===== src/logic/mcf_pkg.sv =====
// Constants and types for the monitor configuration register bank
// Functional notes
// RQ1: Bits 1:0 select shared pin role
// RQ2: Disable bit blocks over-temperature output entirely
// RQ3: Output also needs enables at 0x78/0x7C/0x7D
// RQ4: Offset-64 limit of -64C disables channel
// RQ5: Twos-complement limit of -128C disables channel
// RQ6: Bit 3 clear: fans full speed on trip
// RQ7: Bit 3 set: fans capped at programmed maximum
// RQ8: Bits 7:4 bypass rail attenuators, 2.25V scale
// RQ9: Lock bit makes register read-only
// RQ10: Factory test registers read zero, read-only
// RQ11: Config register at 0x7D resets to zero
package mcf_pkg;
    localparam int ADDR_W = 8;
    localparam int DATA_W = 8;
    localparam int NUM_CH = 3;
    localparam int NUM_FAN = 4;
    localparam int NUM_RAIL = 4;
    localparam logic [7:0] ADDR_CFG4 = 8'h7D;
    localparam logic [7:0] ADDR_TEST1 = 8'h7E;
    localparam logic [7:0] ADDR_TEST2 = 8'h7F;
    localparam logic [7:0] CFG4_RESET = 8'h00;
    localparam logic [7:0] TEST_RESET = 8'h00;
    localparam logic [7:0] UNMAPPED_READ = 8'h00;
    localparam logic [7:0] FAN_FULL_DUTY = 8'hFF;
    localparam logic [7:0] LIMIT_OFF_OFS64 = 8'h00;
    localparam logic [7:0] LIMIT_OFF_TWOS = 8'h80;
    localparam int BIT_OT_OFF = 2;
    localparam int BIT_CAP = 3;
    localparam logic [1:0] ROLE_TACH = 2'h0;
    localparam logic [1:0] ROLE_OT = 2'h1;
    localparam logic [1:0] ROLE_ALERT = 2'h2;
    localparam logic [1:0] ROLE_GPIO = 2'h3;

    typedef struct packed {
        logic [3:0] bypass_divider;
        logic cap_speed_on_overtemp;
        logic overtemp_output_off;
        logic [1:0] shared_pin_role_select;
    } mcf_cfg4_t;

    typedef struct packed {
        logic wr;
        logic rd;
        logic [7:0] addr;
        logic [7:0] wdata;
    } mcf_bus_t;
endpackage


===== src/logic/mcf_ch_trip.sv =====
// One temperature channel over-temperature comparator
`timescale 1ns/1ns
module mcf_ch_trip (
    input wire logic core_clk,
    input wire logic nrst,
    input wire logic twos_fmt,
    input wire logic ch_enable,
    input wire logic [7:0] temp,
    input wire logic [7:0] limit,
    output logic trip
);
    import mcf_pkg::*;
    logic disabled;
    logic over;
    always_comb begin
        disabled = twos_fmt ? (limit == LIMIT_OFF_TWOS) : (limit == LIMIT_OFF_OFS64); // [RQ4] [RQ5]
        if (twos_fmt) begin
            over = $signed(temp) > $signed(limit);
        end else begin
            over = temp > limit;
        end
    end
    always_ff @(posedge core_clk) begin
        if (!nrst) begin
            trip <= 1'b0;
        end else begin
            trip <= ch_enable && !disabled && over; // [RQ3] [RQ4] [RQ5]
        end
    end
endmodule


===== src/logic/mcf_fan_drive.sv =====
// One fan output duty selection
`timescale 1ns/1ns
module mcf_fan_drive (
    input wire logic core_clk,
    input wire logic nrst,
    input wire logic trip,
    input wire logic cap,
    input wire logic [7:0] auto_duty,
    input wire logic [7:0] max_duty,
    output logic [7:0] duty
);
    import mcf_pkg::*;
    always_ff @(posedge core_clk) begin
        if (!nrst) begin
            duty <= 8'h00;
        end else if (trip && !cap) begin
            duty <= FAN_FULL_DUTY; // [RQ6]
        end else if (trip) begin
            duty <= max_duty; // [RQ7]
        end else begin
            duty <= auto_duty;
        end
    end
endmodule


===== src/logic/mcf_top.sv =====
// Configuration register 4, factory test registers and over-temperature gating
//
// Local design decision: the plain strobed port.
`timescale 1ns/1ns
module mcf_top (
    input wire logic core_clk,
    input wire logic nrst,
    input wire mcf_pkg::mcf_bus_t bus,
    output logic [7:0] rdata,
    input wire logic lock,
    input wire logic twos_fmt,
    input wire logic [2:0] ch_overtemp_signal_en,
    input wire logic [23:0] temps,
    input wire logic [23:0] limits,
    input wire logic [31:0] auto_duty,
    input wire logic [31:0] max_duty,
    output logic [31:0] fan_duty,
    output logic [1:0] shared_pin_role_select,
    output logic overtemp_signal,
    output logic overtemp_active_n,
    output logic smbus_alert_role,
    output logic fan_four_tach_input,
    output logic general_io_six,
    output logic [3:0] bypass_divider
);
    import mcf_pkg::*;
    mcf_cfg4_t cfg;
    logic [7:0] test1;
    logic [7:0] test2;
    logic [NUM_CH-1:0] trips;
    logic any_trip;

    // Writes to 0x7D only while unlocked; factory registers ignore writes
    always_ff @(posedge core_clk) begin
        if (!nrst) begin
            cfg <= CFG4_RESET; // [RQ11]
        end else if (bus.wr && bus.addr == ADDR_CFG4 && !lock) begin // [RQ9]
            cfg <= bus.wdata;
        end
    end

    always_ff @(posedge core_clk) begin
        if (!nrst) begin
            test1 <= TEST_RESET; // [RQ10]
            test2 <= TEST_RESET; // [RQ10]
        end
    end

    always_ff @(posedge core_clk) begin
        if (!nrst) begin
            rdata <= UNMAPPED_READ;
        end else if (bus.rd) begin
            unique case (bus.addr)
                ADDR_CFG4: rdata <= cfg;
                ADDR_TEST1: rdata <= test1; // [RQ10]
                ADDR_TEST2: rdata <= test2; // [RQ10]
                default: rdata <= UNMAPPED_READ;
            endcase
        end else begin
            rdata <= UNMAPPED_READ;
        end
    end

    genvar g;
    generate
        for (g = 0; g < NUM_CH; g++) begin : g_ch
            mcf_ch_trip u_trip (
                .core_clk(core_clk),
                .nrst(nrst),
                .twos_fmt(twos_fmt),
                .ch_enable(ch_overtemp_signal_en[g]),
                .temp(temps[g*8 +: 8]),
                .limit(limits[g*8 +: 8]),
                .trip(trips[g])
            );
        end
        for (g = 0; g < NUM_FAN; g++) begin : g_fan
            mcf_fan_drive u_fan (
                .core_clk(core_clk),
                .nrst(nrst),
                .trip(any_trip),
                .cap(cfg.cap_speed_on_overtemp),
                .auto_duty(auto_duty[g*8 +: 8]),
                .max_duty(max_duty[g*8 +: 8]),
                .duty(fan_duty[g*8 +: 8])
            );
        end
    endgenerate

    assign any_trip = |trips;

    always_ff @(posedge core_clk) begin
        if (!nrst) begin
            overtemp_signal <= 1'b0;
            overtemp_active_n <= 1'b1;
        end else begin
            overtemp_signal <= any_trip && !cfg.overtemp_output_off; // [RQ2] [RQ3]
            overtemp_active_n <= !(any_trip && !cfg.overtemp_output_off
                && cfg.shared_pin_role_select == ROLE_OT); // [RQ2] [RQ1]
        end
    end

    always_ff @(posedge core_clk) begin
        if (!nrst) begin
            shared_pin_role_select <= ROLE_TACH;
            fan_four_tach_input <= 1'b1;
            smbus_alert_role <= 1'b0;
            general_io_six <= 1'b0;
            bypass_divider <= 4'h0;
        end else begin
            shared_pin_role_select <= cfg.shared_pin_role_select; // [RQ1]
            fan_four_tach_input <= cfg.shared_pin_role_select == ROLE_TACH; // [RQ1]
            smbus_alert_role <= cfg.shared_pin_role_select == ROLE_ALERT; // [RQ1]
            general_io_six <= cfg.shared_pin_role_select == ROLE_GPIO; // [RQ1]
            bypass_divider <= cfg.bypass_divider; // [RQ8]
        end
    end
endmodule


===== config.mk =====
export PLATFORM = sky130hd
export DESIGN_NAME = mcf_top
export DESIGN_NICKNAME = d
export VERILOG_FILES = /design/src/logic/mcf_pkg.sv /design/src/logic/mcf_ch_trip.sv /design/src/logic/mcf_fan_drive.sv /design/src/logic/mcf_top.sv
export SDC_FILE = /design/constraint.sdc
export NUM_CORES = 1
export LEC_CHECK = 0
export BUFFER_PORTS_ARGS = -buffer_cell sky130_fd_sc_hd__clkbuf_2
export CAP_MARGIN = 20
export CORE_MARGIN = 5
export CORE_UTILIZATION = 39
export CTS_CLUSTER_DIAMETER = 60
export DETAILED_ROUTE_END_ITERATION = 12
export MAX_ROUTING_LAYER = met4
export PLACE_DENSITY = 0.75
export RECOVER_POWER = 25
export SLEW_MARGIN = 20
export SYNTH_ARGS = -nofsm -noshare
export SYNTH_HDL_FRONTEND = slang
export SYNTH_SLANG_ARGS = --single-unit

===== constraint.sdc =====
create_clock -name core_clk -period 1.11 [get_ports core_clk]
set_input_delay 0.111 -clock core_clk [delete_from_list [all_inputs] [get_ports core_clk]]
set_output_delay 0.111 -clock core_clk [all_outputs]
set_load 0.01 [all_outputs]

## After elaboration in Yosys (flattened, before gate mapping)

Index checks and enable logic that the tools add are counted.

| cells by class | value |
|---|---|
| multiply operators | 0 |
| magnitude comparators | 6 |
| divide/modulo/power cells | 0 |
| equal/unequal tests | 7 |
| bitwise gates (word level) | 0 |
| muxes and demuxes | 14 |
| reductions and logical operators | 24 |
| shift operators | 0 |
| $add $sub $neg | 0 |

Operators with widths:

| cell | count |
|---|---|
| two-way mux 8 bit | 8 |
| greater-than comparator 8 bit | 6 |
| == test 8 bit, second input constant | 3 |
| logical NOT 8 bit | 3 |
| logical AND 1 bit | 11 |
| == test 8 x 7 -> 1 bit, second input constant | 1 |
| logical NOT 1 bit | 7 |
| two-way mux 1 bit | 6 |
| == test 2 bit, second input constant | 2 |
| AND reduction 3 bit | 1 |
| OR reduction 3 bit | 1 |
| == test 2 x 1 -> 1 bit, second input constant | 1 |
| logical NOT 2 bit | 1 |

| word-level totals | value |
|---|---|
| latch bits | 0 |
| bits of input ports | 137 |
| logic and storage cells | 70 |
| ROM bits | 0 |
| output and inout bits | 51 |
| memory bits (writable) | 0 |
| memories kept | 0 |
| register bits after elaboration | 62 |

## Logic depth before layout (Yosys ltp)

| logic depth | value |
|---|---|
| depth after elaboration | 5 |
| depth in mapped cells | 6 |
| gate-level depth less buffers | 6 |

## Hierarchy

From an unflattened synthesis, not the netlist that was laid out.

| unflattened totals | value |
|---|---|
| cells, all modules | 261 |
| area total of the unflattened synthesis | 2842.7 sq um |

By module, submodules not included:

| module | cells each | seq. area each (sq um) | times used | area each (sq um) |
|---|---|---|---|---|
| mcf_fan_drive | 19 | 160.2 | 4 | 277.8 |
| mcf_top | 80 | 540.5 | 1 | 879.6 |
| mcf_ch_trip | 35 | 20.0 | 3 | 284.0 |

## Worst setup path after synthesis

OpenSTA, ideal clock, no wires.

| timing | value |
|---|---|
| path kind | reg-to-reg |
| start point | reg g_ch[1].u_trip.trip |
| end point | reg g_fan[0].u_fan.duty[0] |
| required time | 0.994 ns |
| path buffers | 2 |
| cell stages (with the launch flop) | 5 |
| arrival | 1.119 ns |
| clock period less this slack | 1.235 ns |
| slack | -0.125 ns |
| cell sequence | dfxtp_1 -> or3_4 -> buf_6 -> buf_6 -> o211a_1 |

| on the way | value |
|---|---|
| longest elaborated chain between the ends | 3 |
| elaborated cells between the ends (all ways) | 4 |
| those cells by class | mux: 2; reduce/logical: 2 |

RTL lines:

| what | RTL line | text |
|---|---|---|
| start: declaration | mcf_ch_trip.sv:10 | `output logic trip` |
| start signal: assignment | mcf_ch_trip.sv:27 | `trip <= ch_enable && !disabled && over;` |
| OR reduction 3 bit (*) | mcf_top.sv:90 | `assign any_trip = \|trips;` |
| two-way mux 8 bit or logical AND 1 bit (tied branches) | mcf_fan_drive.sv:18, mcf_fan_drive.sv:16 |  |
| two-way mux 8 bit (*) | mcf_fan_drive.sv:16 | `end else if (trip && !cap) begin` |
| end signal: assignment | mcf_fan_drive.sv:19 | `duty <= max_duty;` |
| end signal: assignment | mcf_fan_drive.sv:21 | `duty <= auto_duty;` |
| end: declaration | mcf_fan_drive.sv:10 | `output logic [7:0] duty` |

Every way passes the cells marked *; elsewhere a longest branch is shown, timed or not.
A chain may end at the register's enable or synchronous reset.

## Final worst setup path

| timing | value |
|---|---|
| start point | reg g_ch[1].u_trip.trip |
| end point | reg g_fan[3].u_fan.duty[7] |

| on the way | value |
|---|---|
| longest elaborated chain between the ends | 3 |
| elaborated cells between the ends (all ways) | 4 |
| those cells by class | mux: 2; reduce/logical: 2 |

RTL lines:

| what | RTL line |
|---|---|
| OR reduction 3 bit (*) | mcf_top.sv:90 |
| two-way mux 8 bit or logical AND 1 bit (tied branches) | mcf_fan_drive.sv:18, mcf_fan_drive.sv:16 |
| two-way mux 8 bit (*) | mcf_fan_drive.sv:16 |
| end signal: assignment | mcf_fan_drive.sv:19 |
| end signal: assignment | mcf_fan_drive.sv:21 |
| end: declaration | mcf_fan_drive.sv:10 |

Marked as above.

==> results.cfg <==
[min_path]
hp-class = in -> reg

[clock_network]
cts_buffer_depth = 2
cts_buffers = 9
cts_max_level = 3
cts_tree = built
root_buffer = clkbuf_8
clk_latency_ps = 330
postCtsSetupRepairBufs = 0
clock-sinks = 62
cts.clk_slew.worst_paths_ps = 80
cts_resized = 0

[synthesis]
synth_edf_count = 0
yosysSeqAreaShare_pct = 41.7
synth_top_area_cell = dfxtp_1
synthTopCellsByArea = dfxtp_1 (42%), o211a_1 (11%), ha_1 (10%)
ys_types = 34
synthTopCellsByCount = dfxtp_1 (62), nand3b_1 (34), o211a_1 (32)
syn_nets = 446
syn-cell-area_mm2 = 0.00298
synth-main-ff-cell = dfxtp_1
ys_ff_latch = 62
yosysMostFrequentCell = dfxtp_1
syn-instance-count = 285
yosys.area.top_type_share_pct = 41.7
postSynth.asyncResetShare_pct = 0
synth.avg_cell_area_um2 = 10.5
synth_warnings = 0

[timing]
drv_slew = 0
tns_ps = -3300
min_period_over_period_pct = 111
skew_ps = 7.25
setup_violations = 33
grt_setup_unrepaired = yes
tightest_slew_ps = 321
slew-limit-headroom_pct = 78.4
min_period_ps = 1240
timing.fmax_mhz = 809
setup_ws_ps = -126
hold_viol = 0

[worst_setup_path]
slowest_stage = or3_4
critical-path-top-delay-family = simple AND/OR/NAND/NOR gates
path_buf_inv = 1
worstPathRequired_ps = 1330
slowest_delay_ps = 420
path_cells = or3_4, buf_12, o211a_1
worstPathMaxFanout = 35
worstSetupPathType = reg -> reg
crit_path_end_kind = flop
worstSetupStartpointType = flop
crit_arrival_ps = 1460

[die]
die_area_mm2 = 0.00949
io_pins = 188
die_y_um = 97.4
die_w_um = 97.4
rows = 31
initial_core_util_pct = 40.6
core_area_mm2 = 0.00733

[drt]
vias = 2854
drc = 0
wl_per_cell_um = 14.3
postRouteAntennaNets = 0
routed_wirelength_um = 8410
drt_iter0_markers = 88
vias_per_cell = 4.86
first_pass_iters = 4

[layout]
seqCellArea_mm2 = 0.00124
layout-drive-gt1-share_pct = 46.1
area_growth_pct = 46.8
multi_input_area_mm2 = 0.00154
fillers = 663
fin_nets = 644
diodes = 0
stdcell_area_mm2 = 0.00437

[outcome]
violations = negative setup slack
status = finished with violations

[global_route]
track_usage_pct = 17.9
grt_max_degree = 36
antenna_found_initial = 0
grt_pass1_wl_um = 13600
grt_remaining_overflow = 0
grt_pass1_vias = 3005

[power]
ir_drop_uv = 711
p_leak_nw = 2.36
powerDensity_mw_per_mm2 = 1380

[place]
dp_hpwl_um = 6710
io_buffers = 187
dpl_cell_area_mm2 = 0.00410
gp_congestion = 0.839

[flow_run]
maxCapViolCount = 0
-- where the power goes --
part           switching (W)  internal (W)
logic               0.000474      0.000537
registers          0.0000335       0.00234
clock network       0.000905       0.00173
-- per-layer routing --
metal	up-vias	track usage [%]	routed length [um]
li1	1423	-	-
met1	1305	19.0	3330
met2	112	32.3	4420
met3	14	3.59	523
met4	0	7.35	140
met5	-	-	0
-- per-stage QoR --
step / util (%) / std cells / power (W) / hold slack (ps) / setup slack (ps)
global route: 59.7 / 587 / 0.00631 / 4.46 / -158
global placement: 55.9 / 570 / 0.00342 / 351 / -139
CTS: 59.7 / 587 / 0.00610 / 0.982 / -137
finish: 59.7 / 587 / 0.00602 / 11.6 / -126
floorplan: - / 285 / 0.00297 / 267 / -125
detailed placement: 55.9 / 570 / 0.00345 / 358 / -182
-- worst reg2reg max path, cell delays in order (launching register included) --
cell and delay (ps):
dfxtp_1 300, or3_4 420, buf_12 180, o211a_1 230
-- worst paths after layout --
check	depth (start not counted)	slack [ps]	from	endpoint
max	3	-130	g_ch[1].u_trip.trip	g_fan[3].u_fan.duty[7]
max reg2reg	3	-130	g_ch[1].u_trip.trip	g_fan[3].u_fan.duty[7]
min reg2reg	1	480	cfg[5]	bypass_divider[1]
min	2	10	auto_duty[24]	g_fan[3].u_fan.duty[0]
-- cells in the final DEF, fill, tap and decap left out, drive strengths merged, types with 3 or more instances in the layout --
master  count
nor2        5
a21o        3
a21oi      12
nand3b     34
and2       14
nand4       6
nor2b      12
ha         24
buf        16
xnor2       3
bufinv      4
o211ai      4
nor4        3
inv        24
nor3        3
dfxtp      62
clkbuf    197
clkinv      3
o211a      32
mux2i       8
o31a        3
-- cell type report --
class	count	area share (%)
well taps	99	2.83
inverters	24	2.06
clock inverters	7	3.35
clock buffers	9	2.83
flip-flops and latches	62	28.4
multi-input cells	181	35.3
repair buffers	205	25.3
-- cells by family after synthesis --
| kind of cell | after synthesis | share of synthesized area (%) |
|---|---|---|
| buffers and inverters | 42 | 7.39 |
| and+or+nand+nor | 87 | 20.6 |
| DFF | 62 | 41.7 |
| muxes | 8 | 2.69 |
| AOI/OAI and AO/OA | 59 | 16.7 |
| xor gates and xnor gates | 3 | 0.882 |
| adders and majority gates | 24 | 10.1 |
-- state kept, by name, indices dropped and copies added (netlist names) --
name                    cells
cfg                         8
g_ch.u_trip.trip            3
overtemp_signal             1
overtemp_active_n           1
general_io_six              1
bypass_divider              4
rdata                       8
smbus_alert_role            1
fan_four_tach_input         1
g_fan.u_fan.duty           32
shared_pin_role_select      2
-- repair_timing --
item | 4_1_cts | 5_1_grt
endpoints found under the hold margin | 1 | 0
pin swaps | 0 | 0
endpoints found under the setup margin | 33 | 33
hold buffers | 1 | 0
Note: power is estimated with default switching activity, not from simulation.
